**src/rtl/ubab_pkg.sv**
```systemverilog
// package of constants and types for the serial port with timer based baud generation
package ubab_pkg;

  // ---------------------------------------------------------------
  // register offsets
  // ---------------------------------------------------------------
  localparam logic [2:0] UBAB_OFF_CTRL = 3'h0;
  localparam logic [2:0] UBAB_OFF_DATA = 3'h1;
  localparam logic [2:0] UBAB_OFF_TMR_CTRL = 3'h2;
  localparam logic [2:0] UBAB_OFF_RELOAD = 3'h3;
  localparam logic [2:0] UBAB_OFF_COUNT = 3'h4;
  localparam logic [2:0] UBAB_OFF_STATUS = 3'h5;
  localparam logic [2:0] UBAB_OFF_MASK = 3'h6;

  // ---------------------------------------------------------------
  // field positions
  // ---------------------------------------------------------------
  localparam int UBAB_CTRL_MODE3 = 0;
  localparam int UBAB_CTRL_RX_EN = 1;
  localparam int UBAB_CTRL_TX_BIT8 = 2;
  localparam int UBAB_CTRL_RX_BIT8 = 3;
  localparam int UBAB_TMR_RUN = 0;
  localparam int UBAB_TMR_SRC_LO = 1;
  localparam int UBAB_ST_TX_DONE = 0;
  localparam int UBAB_ST_RX_DONE = 1;

  // ---------------------------------------------------------------
  // reset values
  // ---------------------------------------------------------------
  localparam logic [2:0] UBAB_CTRL_RST = 3'h0;
  localparam logic [3:0] UBAB_TMR_CTRL_RST = 4'h0;
  localparam logic [7:0] UBAB_RELOAD_RST = 8'h00;
  localparam logic [7:0] UBAB_COUNT_RST = 8'h00;
  localparam logic [1:0] UBAB_FLAGS_RST = 2'h0;

  // ---------------------------------------------------------------
  // timer clock sources and prescale counts
  // ---------------------------------------------------------------
  localparam logic [2:0] UBAB_SRC_SYS = 3'h0;
  localparam logic [2:0] UBAB_SRC_DIV4 = 3'h1;
  localparam logic [2:0] UBAB_SRC_DIV12 = 3'h2;
  localparam logic [2:0] UBAB_SRC_DIV48 = 3'h3;
  localparam logic [2:0] UBAB_SRC_XOSC8 = 3'h4;
  localparam logic [2:0] UBAB_SRC_PIN = 3'h5;
  localparam logic [5:0] UBAB_PRESC_LAST = 6'h2F;
  localparam logic [1:0] UBAB_DIV4_LAST = 2'h3;
  localparam logic [5:0] UBAB_DIV12_A = 6'h0B;
  localparam logic [5:0] UBAB_DIV12_B = 6'h17;
  localparam logic [5:0] UBAB_DIV12_C = 6'h23;
  localparam logic [2:0] UBAB_XDIV_LAST = 3'h7;
  localparam logic [7:0] UBAB_TMR_TOP = 8'hFF;

  // ---------------------------------------------------------------
  // transmit frame lengths and receive data lengths in bit times
  // ---------------------------------------------------------------
  localparam logic [3:0] UBAB_TX_BITS_M1 = 4'hA;
  localparam logic [3:0] UBAB_TX_BITS_M3 = 4'hB;
  localparam logic [3:0] UBAB_RX_DATA_M1 = 4'h8;
  localparam logic [3:0] UBAB_RX_DATA_M3 = 4'h9;

  // ---------------------------------------------------------------
  // states
  // ---------------------------------------------------------------
  typedef enum logic [1:0] {
    UBAB_TX_IDLE = 2'b01,
    UBAB_TX_RUN = 2'b10
  } ubab_tx_state_t;

  typedef enum logic [3:0] {
    UBAB_RX_IDLE = 4'b0001,
    UBAB_RX_START = 4'b0010,
    UBAB_RX_DATA = 4'b0100,
    UBAB_RX_STOP = 4'b1000
  } ubab_rx_state_t;

endpackage : ubab_pkg

```
**src/rtl/ubab_uart.sv**
```systemverilog
// serial port with timer 1 baud generation, receive buffer and interrupt flags
//
// Decided for this implementation: the placing of the registers and the address-and-strobe port.
`timescale 1ns/1ps
`default_nettype none
module ubab_uart
  import ubab_pkg::*;
(
  // clock and reset
  input wire logic ref_clk,
  input wire logic srst,
  // register port
  input wire logic [2:0] reg_addr,
  input wire logic [7:0] reg_wdata,
  input wire logic reg_wr,
  input wire logic reg_rd,
  output logic [7:0] reg_rdata,
  // serial pins
  input wire logic rx_pin,
  output logic tx_pin,
  // timer clock inputs
  input wire logic ext_osc_in,
  input wire logic timer1_external_input,
  // interrupt
  output logic irq
);

  // ---------------------------------------------------------------
  // state
  // ---------------------------------------------------------------
  typedef struct packed {
    logic [2:0] serial_control;
    logic [3:0] tmr_ctrl;
    logic [7:0] timer1_reload_high;
    logic [7:0] timer1_count_low;
    logic [7:0] rx_timer;
    logic [1:0] status;
    logic [1:0] mask;
    logic [5:0] presc;
    logic [2:0] xdiv;
    logic xin_q;
    logic t1in_q;
    logic rx_q;
    logic tx_div;
    logic rx_div;
    ubab_tx_state_t tx_state;
    logic [10:0] tx_shift;
    logic [3:0] tx_cnt;
    ubab_rx_state_t rx_state;
    logic [8:0] rx_shift;
    logic [3:0] rx_cnt;
    logic [7:0] serial_data_buffer;
    logic rx_bit8;
    logic tx_pin;
    logic irq;
    logic [7:0] rdata;
  } ubab_state_t;

  ubab_state_t s_reg;
  ubab_state_t s_next;

  // ---------------------------------------------------------------
  // combinational next state
  // ---------------------------------------------------------------
  always_comb begin
    logic run;
    logic mode3;
    logic [2:0] src;
    logic t1_tick;
    logic tx_ovf;
    logic rx_ovf;
    logic tx_baud;
    logic rx_samp;
    logic start_det;
    logic xin_edge;
    logic [1:0] set_flags;
    logic [1:0] clr_flags;
    logic [3:0] tx_bits;
    logic [3:0] rx_bits;
    run = 1'b0;
    mode3 = 1'b0;
    src = 3'h0;
    t1_tick = 1'b0;
    tx_ovf = 1'b0;
    rx_ovf = 1'b0;
    tx_baud = 1'b0;
    rx_samp = 1'b0;
    start_det = 1'b0;
    xin_edge = 1'b0;
    set_flags = 2'h0;
    clr_flags = 2'h0;
    tx_bits = 4'h0;
    rx_bits = 4'h0;
    s_next = s_reg;

    // ---------------------------------------------------------------
    // timer and mode controls
    // ---------------------------------------------------------------
    run = s_reg.tmr_ctrl[UBAB_TMR_RUN];
    src = s_reg.tmr_ctrl[UBAB_TMR_SRC_LO +: 3];
    mode3 = s_reg.serial_control[UBAB_CTRL_MODE3];

    // ---------------------------------------------------------------
    // frame lengths and receive data bit counts
    // ---------------------------------------------------------------
    tx_bits = mode3 ? UBAB_TX_BITS_M3 : UBAB_TX_BITS_M1;
    rx_bits = mode3 ? UBAB_RX_DATA_M3 : UBAB_RX_DATA_M1;

    // ---------------------------------------------------------------
    // timer 1 clock source
    // ---------------------------------------------------------------
    s_next.presc = (s_reg.presc == UBAB_PRESC_LAST) ? 6'h00 : s_reg.presc + 6'h01;

    // ---------------------------------------------------------------
    // external clock edges
    // ---------------------------------------------------------------
    s_next.xin_q = ext_osc_in;
    s_next.t1in_q = timer1_external_input;
    xin_edge = ext_osc_in & ~s_reg.xin_q;
    if (xin_edge) begin
      s_next.xdiv = s_reg.xdiv + 3'h1;
    end

    // ---------------------------------------------------------------
    // source select
    // ---------------------------------------------------------------
    case (src)
      UBAB_SRC_SYS: t1_tick = 1'b1;
      UBAB_SRC_DIV4: t1_tick = (s_reg.presc[1:0] == UBAB_DIV4_LAST);
      UBAB_SRC_DIV12: t1_tick = (s_reg.presc == UBAB_DIV12_A) || (s_reg.presc == UBAB_DIV12_B) ||
                                (s_reg.presc == UBAB_DIV12_C) || (s_reg.presc == UBAB_PRESC_LAST);
      UBAB_SRC_DIV48: t1_tick = (s_reg.presc == UBAB_PRESC_LAST);
      UBAB_SRC_XOSC8: t1_tick = xin_edge && (s_reg.xdiv == UBAB_XDIV_LAST);
      UBAB_SRC_PIN: t1_tick = s_reg.t1in_q & ~timer1_external_input;
      default: t1_tick = 1'b0;
    endcase
    t1_tick = t1_tick & run;

    // ---------------------------------------------------------------
    // receive line sample and start bit detection
    // ---------------------------------------------------------------
    s_next.rx_q = rx_pin;
    start_det = (s_reg.rx_state == UBAB_RX_IDLE) && s_reg.serial_control[UBAB_CTRL_RX_EN] &&
                run && s_reg.rx_q && !rx_pin;

    // ---------------------------------------------------------------
    // timer count and reload
    // ---------------------------------------------------------------
    if (t1_tick) begin
      if (s_reg.timer1_count_low == UBAB_TMR_TOP) begin
        s_next.timer1_count_low = s_reg.timer1_reload_high;
        tx_ovf = 1'b1;
      end else begin
        s_next.timer1_count_low = s_reg.timer1_count_low + 8'h01;
      end
      if (s_reg.rx_timer == UBAB_TMR_TOP) begin
        s_next.rx_timer = s_reg.timer1_reload_high;
        rx_ovf = 1'b1;
      end else begin
        s_next.rx_timer = s_reg.rx_timer + 8'h01;
      end
    end

    // ---------------------------------------------------------------
    // baud dividers
    // ---------------------------------------------------------------
    if (tx_ovf) begin
      s_next.tx_div = ~s_reg.tx_div;
    end
    tx_baud = tx_ovf && s_reg.tx_div;
    if (rx_ovf) begin
      s_next.rx_div = ~s_reg.rx_div;
    end
    rx_samp = rx_ovf && !s_reg.rx_div;

    // ---------------------------------------------------------------
    // start bit realignment
    // ---------------------------------------------------------------
    if (start_det) begin
      s_next.rx_timer = s_reg.timer1_reload_high;
      s_next.rx_div = 1'b0;
    end

    // ---------------------------------------------------------------
    // transmitter
    // ---------------------------------------------------------------
    case (s_reg.tx_state)
      UBAB_TX_IDLE: begin
        s_next.tx_pin = 1'b1;
      end
      UBAB_TX_RUN: begin
        if (tx_baud) begin
          if (s_reg.tx_cnt == tx_bits) begin
            s_next.tx_pin = 1'b1;
            s_next.tx_state = UBAB_TX_IDLE;
            set_flags[UBAB_ST_TX_DONE] = 1'b1;
          end else begin
            s_next.tx_pin = s_reg.tx_shift[0];
            s_next.tx_shift = {1'b1, s_reg.tx_shift[10:1]};
            s_next.tx_cnt = s_reg.tx_cnt + 4'h1;
          end
        end
      end
      default: s_next.tx_state = UBAB_TX_IDLE;
    endcase

    // ---------------------------------------------------------------
    // receiver
    // ---------------------------------------------------------------
    case (s_reg.rx_state)
      UBAB_RX_IDLE: begin
        if (start_det) begin
          s_next.rx_state = UBAB_RX_START;
        end
      end
      UBAB_RX_START: begin
        if (rx_samp) begin
          s_next.rx_cnt = 4'h0;
          s_next.rx_state = rx_pin ? UBAB_RX_IDLE : UBAB_RX_DATA;
        end
      end
      UBAB_RX_DATA: begin
        if (rx_samp) begin
          s_next.rx_shift = {rx_pin, s_reg.rx_shift[8:1]};
          s_next.rx_cnt = s_reg.rx_cnt + 4'h1;
          if (s_reg.rx_cnt == rx_bits - 4'h1) begin
            s_next.rx_state = UBAB_RX_STOP;
          end
        end
      end
      UBAB_RX_STOP: begin
        if (rx_samp) begin
          s_next.rx_state = UBAB_RX_IDLE;
          if (rx_pin) begin
            if (mode3) begin
              s_next.serial_data_buffer = s_reg.rx_shift[7:0];
              s_next.rx_bit8 = s_reg.rx_shift[8];
            end else begin
              s_next.serial_data_buffer = s_reg.rx_shift[8:1];
              s_next.rx_bit8 = rx_pin;
            end
            set_flags[UBAB_ST_RX_DONE] = 1'b1;
          end
        end
      end
      default: s_next.rx_state = UBAB_RX_IDLE;
    endcase

    // ---------------------------------------------------------------
    // register writes
    // ---------------------------------------------------------------
    if (reg_wr) begin
      case (reg_addr)
        UBAB_OFF_CTRL: s_next.serial_control = reg_wdata[2:0];
        UBAB_OFF_DATA: begin
          s_next.tx_shift = {1'b1, s_reg.serial_control[UBAB_CTRL_TX_BIT8], reg_wdata, 1'b0};
          if (!mode3) begin
            s_next.tx_shift[9] = 1'b1;
          end
          s_next.tx_cnt = 4'h0;
          s_next.tx_pin = s_reg.tx_pin;
          s_next.tx_state = UBAB_TX_RUN;
        end
        UBAB_OFF_TMR_CTRL: s_next.tmr_ctrl = reg_wdata[3:0];
        UBAB_OFF_RELOAD: s_next.timer1_reload_high = reg_wdata;
        UBAB_OFF_COUNT: s_next.timer1_count_low = reg_wdata;
        UBAB_OFF_STATUS: clr_flags = reg_wdata[1:0];
        UBAB_OFF_MASK: s_next.mask = reg_wdata[1:0];
        default: s_next.mask = s_reg.mask;
      endcase
    end

    // ---------------------------------------------------------------
    // interrupt flags, a hardware set wins over a software clear
    // ---------------------------------------------------------------
    for (int f = 0; f < 2; f++) begin
      if (set_flags[f]) begin
        s_next.status[f] = 1'b1;
      end else if (clr_flags[f]) begin
        s_next.status[f] = 1'b0;
      end
    end
    s_next.irq = |(s_next.status & s_next.mask);

    // ---------------------------------------------------------------
    // register reads
    // ---------------------------------------------------------------
    s_next.rdata = 8'h00;
    if (reg_rd) begin
      case (reg_addr)
        UBAB_OFF_CTRL: s_next.rdata = {4'h0, s_reg.rx_bit8, s_reg.serial_control};
        UBAB_OFF_DATA: s_next.rdata = s_reg.serial_data_buffer;
        UBAB_OFF_TMR_CTRL: s_next.rdata = {4'h0, s_reg.tmr_ctrl};
        UBAB_OFF_RELOAD: s_next.rdata = s_reg.timer1_reload_high;
        UBAB_OFF_COUNT: s_next.rdata = s_reg.timer1_count_low;
        UBAB_OFF_STATUS: s_next.rdata = {6'h00, s_reg.status};
        UBAB_OFF_MASK: s_next.rdata = {6'h00, s_reg.mask};
        default: s_next.rdata = 8'h00;
      endcase
    end
  end

  // ---------------------------------------------------------------
  // state register
  // ---------------------------------------------------------------
  always_ff @(posedge ref_clk) begin
    if (srst) begin
      s_reg <= '0;
      s_reg.serial_control <= UBAB_CTRL_RST;
      s_reg.tmr_ctrl <= UBAB_TMR_CTRL_RST;
      s_reg.timer1_reload_high <= UBAB_RELOAD_RST;
      s_reg.timer1_count_low <= UBAB_COUNT_RST;
      s_reg.rx_timer <= UBAB_COUNT_RST;
      s_reg.status <= UBAB_FLAGS_RST;
      s_reg.mask <= UBAB_FLAGS_RST;
      s_reg.tx_state <= UBAB_TX_IDLE;
      s_reg.rx_state <= UBAB_RX_IDLE;
      s_reg.tx_shift <= 11'h7FF;
      s_reg.tx_pin <= 1'b1;
      s_reg.rx_q <= 1'b1;
      s_reg.presc <= 6'h00;
      s_reg.xdiv <= 3'h0;
      s_reg.xin_q <= 1'b0;
      s_reg.t1in_q <= 1'b0;
      s_reg.tx_div <= 1'b0;
      s_reg.rx_div <= 1'b0;
      s_reg.tx_cnt <= 4'h0;
      s_reg.rx_shift <= 9'h000;
      s_reg.rx_cnt <= 4'h0;
      s_reg.serial_data_buffer <= 8'h00;
      s_reg.rx_bit8 <= 1'b0;
      s_reg.irq <= 1'b0;
      s_reg.rdata <= 8'h00;
    end else begin
      s_reg <= s_next;
    end
  end

  // ---------------------------------------------------------------
  // outputs
  // ---------------------------------------------------------------
  assign reg_rdata = s_reg.rdata;
  assign tx_pin = s_reg.tx_pin;
  assign irq = s_reg.irq;

endmodule : ubab_uart
`default_nettype wire

```
**config.mk**
```make
export PLATFORM = sky130hd
export DESIGN_NAME = ubab_uart
export DESIGN_NICKNAME = d
export VERILOG_FILES = /design/src/rtl/ubab_pkg.sv /design/src/rtl/ubab_uart.sv
export SDC_FILE = /design/constraint.sdc
export NUM_CORES = 1
export LEC_CHECK = 0
export ABC_AREA = 1
export BUFFER_PORTS_ARGS = -buffer_cell sky130_fd_sc_hd__buf_2
export CORE_MARGIN = 4
export CORE_UTILIZATION = 55
export CTS_CLUSTER_DIAMETER = 150
export CTS_CLUSTER_SIZE = 8
export DETAILED_ROUTE_END_ITERATION = 7
export HOLD_SLACK_MARGIN = 0.05
export PLACE_DENSITY = 0.83
export SYNTH_ARGS = -nofsm -noshare
export SYNTH_HDL_FRONTEND = slang
export SYNTH_SLANG_ARGS = --single-unit
export TNS_END_PERCENT = 50
```
**constraint.sdc**
```tcl
create_clock -name ref_clk -period 1.95 [get_ports ref_clk]
set_input_delay 0.195 -clock ref_clk [delete_from_list [all_inputs] [get_ports ref_clk]]
set_output_delay 0.195 -clock ref_clk [all_outputs]
set_load 0.1 [all_outputs]
```
==> summary.txt <==
Run status
  • Status: finished, violations left
  • Violated checks: negative setup slack

Layout
  • Synth-to-Final Area Change: 20.64%
  • Fill cells: 647
  • Seq. cell area: 0.002053 mm2
  • Share of layout cells above drive strength 1: 21.88%
  • Nets: 758
  • Footprint of the multi-input gates: 0.002671 mm2
  • N_diodes: 0
  • Max FFs per register: 92

Route
  • Via density per instance: 5.713
  • Vias: 4822
  • Initial drt markers: 360
  • DRC: 0
  • Antenna viol nets, final: 0
  • WL/cell: 15.00 um
  • DR pass1 iterations: 8
  • WL final: 12660 um

Job
  • MaxCap Viol Count: 0

Placement
  • Post-Place Setup Slack: -0.2298 ns
  • HPWL after detailed placement: 8488 um
  • Port Buf Inserts: 27
  • GP Congestion: 0.9038

GRT
  • First-pass GRT wire length: 19860 um
  • Vias in the first global route: 4292
  • Congestion Overflow GR: 0
  • Largest net degree at the start of global routing: 63
  • GRT Util Overall: 23.62%
  • Antenna violations before repair: 0

Floorplanning
  • Core Area: 0.008721 mm2
  • Initial core utilization: 56.79%
  • Die Area: 0.01059 mm2
  • Io pins: 28
  • Rows: 34
  • Die Ht: 102.9 um
  • Die Wd: 102.9 um

Worst setup path
  • Required time worst endpoint: 2.27 ns
  • Crit Path Class: reg -> reg
  • RR Startpoint: s_reg[61]
  • Flop-to-flop setup slack: -0.08 ns
  • CP Capture Type: register
  • Worst Setup SP: s_reg[61]
  • CP max FO: 8
  • Critical Path Start Type: register
  • Worst EP arrival: 2.35 ns

Min path
  • Hold WC Path Type: in -> reg
  • Hold_sp: timer1_external_input

Pwr
  • Worst IR Drop VDD: 0.0004227 V
  • Power density cells: 706.8 mW/mm2
  • Leakage Power: 0.002494 uW

Synth
  • Post-synth top flop: dfxtp_1
  • Warning count from the yosys run: 0
  • Largest area contributor in the netlist: dfxtp_1
  • Synth Area per Inst: 7.326 um2
  • Asr flop ratio synth: 0%
  • Post-synth EDFFs: 0
  • Synth Instances: 676
  • Sequential element share of the synthesized area: 41.23%
  • Syn Nets: 703
  • Synthesized area: 0.004952 mm2
  • Yosys cell types: 40
  • Count leader, synth: dfxtp_1
  • Number of synthesized register bits: 102
  • Synth cell count leaders: dfxtp_1 (102), inv_1 (92), nor2_1 (86), nand2_1 (84), o21ai_0 (78)
  • Share of the synthesized area in the top cell type: 41.23%
  • Area contributors post-synth: dfxtp_1 (41%), o21ai_0 (7.9%), inv_1 (7.0%), nor2_1 (6.5%), nand2_1 (6.4%)

Clocking
  • Clk sink count: 102
  • CTS Buf Count: 9
  • Maximum clock path buffer count: 2
  • Clock-pin slew of the registers on the worst-case setup and hold paths: 0.10 ns
  • # H-tree levels: 3
  • CTS tree: built
  • CTS root buf: clkbuf_8
  • Worst skew pair latency: 0.37 ns

Timing
  • Hold slack: 0.05369 ns
  • Final Slew Violations: 0
  • Endpoints failing setup: 41
  • Relative slew slack: 49.63%
  • Clk_skew: 0.008563 ns
  • Fmax achieved: 491.7 MHz
  • Tcrit/Tclk final: 104.3%
  • RSZ-0062 raised after global routing: true
  • Worst-Margin Slew: 0.7365 ns
  • Final worst-path setup slack: -0.08374 ns
  • Setup TNS: -2.108 ns
  • Period minus WS final: 2.034 ns
  • Hold Violations, Final: 0
==> cell families (layout without fill, tap and decap cells) <==
group                      Yosys count  in the layout  share of synthesized area [%]
adders and majority gates            9              9                          2.274
and+or+nand+nor                    236            236                          21.70
DFF                                102            102                          41.23
xor gates and xnor gates             9              9                          1.592
AOI/OAI and AO/OA                  191            191                          21.45
muxes                                8              8                          1.617
buffers and inverters              121            181                          10.13
==> per-stage QoR <==
stage / instances / util [%] / area, um2 / power (uW)
after floorplan: 676 / - / 4952 / 2565
after global placement: 813 / 61.06 / 5325 / 2691
after detailed placement: 813 / 61.06 / 5325 / 2708
after CTS: 837 / 65.42 / 5705 / 4190
after global routing: 844 / 68.51 / 5974 / 4385
final: 844 / 68.51 / 5974 / 4223
==> power breakdown <==
part           internal, uW  switching, uW  leakage (uW)  total [uW]
registers              2150           55.2      0.000830        2210
logic                   185            335       0.00155         520
clock network           731            763      0.000114        1490
total                  3070           1150       0.00249        4220
==> path summary, 6_finish.rpt <==
check / endpoint / depth (start not counted)
worst max-delay path: s_reg[23] / 14
worst min-delay path: s_reg[56] / 3
worst max register to register: s_reg[23] / 14
worst min register to register: tx_pin / 2
==> metal layers <==
| layer | part of all wire (%) | routed length [um] | vias up | track usage (%) |
|---|---|---|---|---|
| li1 | - | - | 2347 | - |
| met1 | 42 | 5355 | 2252 | 30.56 |
| met2 | 48 | 6054 | 184 | 39.42 |
| met3 | 6.5 | 823 | 39 | 4.330 |
| met4 | 3.4 | 425 | 0 | 8.665 |
| met5 | 0 | 0 | - | 0 |
==> final cells by class <==
type	instances	area share [%]
clock buffer	9	2.073
timing repair buffer	69	8.712
clock inverter	7	1.613
inverter	95	6.136
timing repair inverter	1	0.1257
tap	108	2.262
sequential	102	34.37
multi-input combinational	453	44.71
==> cell usage in the layout (no fill, tap or decap), drive strengths merged <==
cell type	n
nor4	3
dlygate4sd3	1
a211oi	7
nand4	5
a2111oi	1
o21ai	84
a31oi	3
mux2i	8
ha	9
o211ai	12
clkinvlp	1
bufinv	2
nand2	90
nor3b	1
inv	97
nand3b	3
clkbuf	9
a21oi	63
dfxtp	102
o311ai	1
or2	2
xor2	6
o221ai	1
o22ai	12
o21bai	7
clkinv	3
xnor2	3
buf	68
nand3	30
nor2	91
nor3	11
==> critical path, cell delays in order (launching register included) <==
cell	delay [ns]
dfxtp_4	0.38
ha_4	0.15
nand2_4	0.06
nor2_4	0.11
nand2_2	0.06
o21ai_2	0.10
inv_1	0.06
nand2_2	0.08
nand2_4	0.07
a21oi_4	0.21
nand3b_4	0.15
nor2_4	0.27
buf_6	0.15
nor2_2	0.03
nor2_1	0.08
==> timing repair <==
item,4_1_cts,5_1_grt
gates cloned,1,0
gates resized for setup,26,77
hold buffers,1,0
setup endpoints to repair,42,65
endpoints found under the hold margin,1,0
setup buffers,6,7
pin swaps,11,32
(Power assumes the default switching activity.)
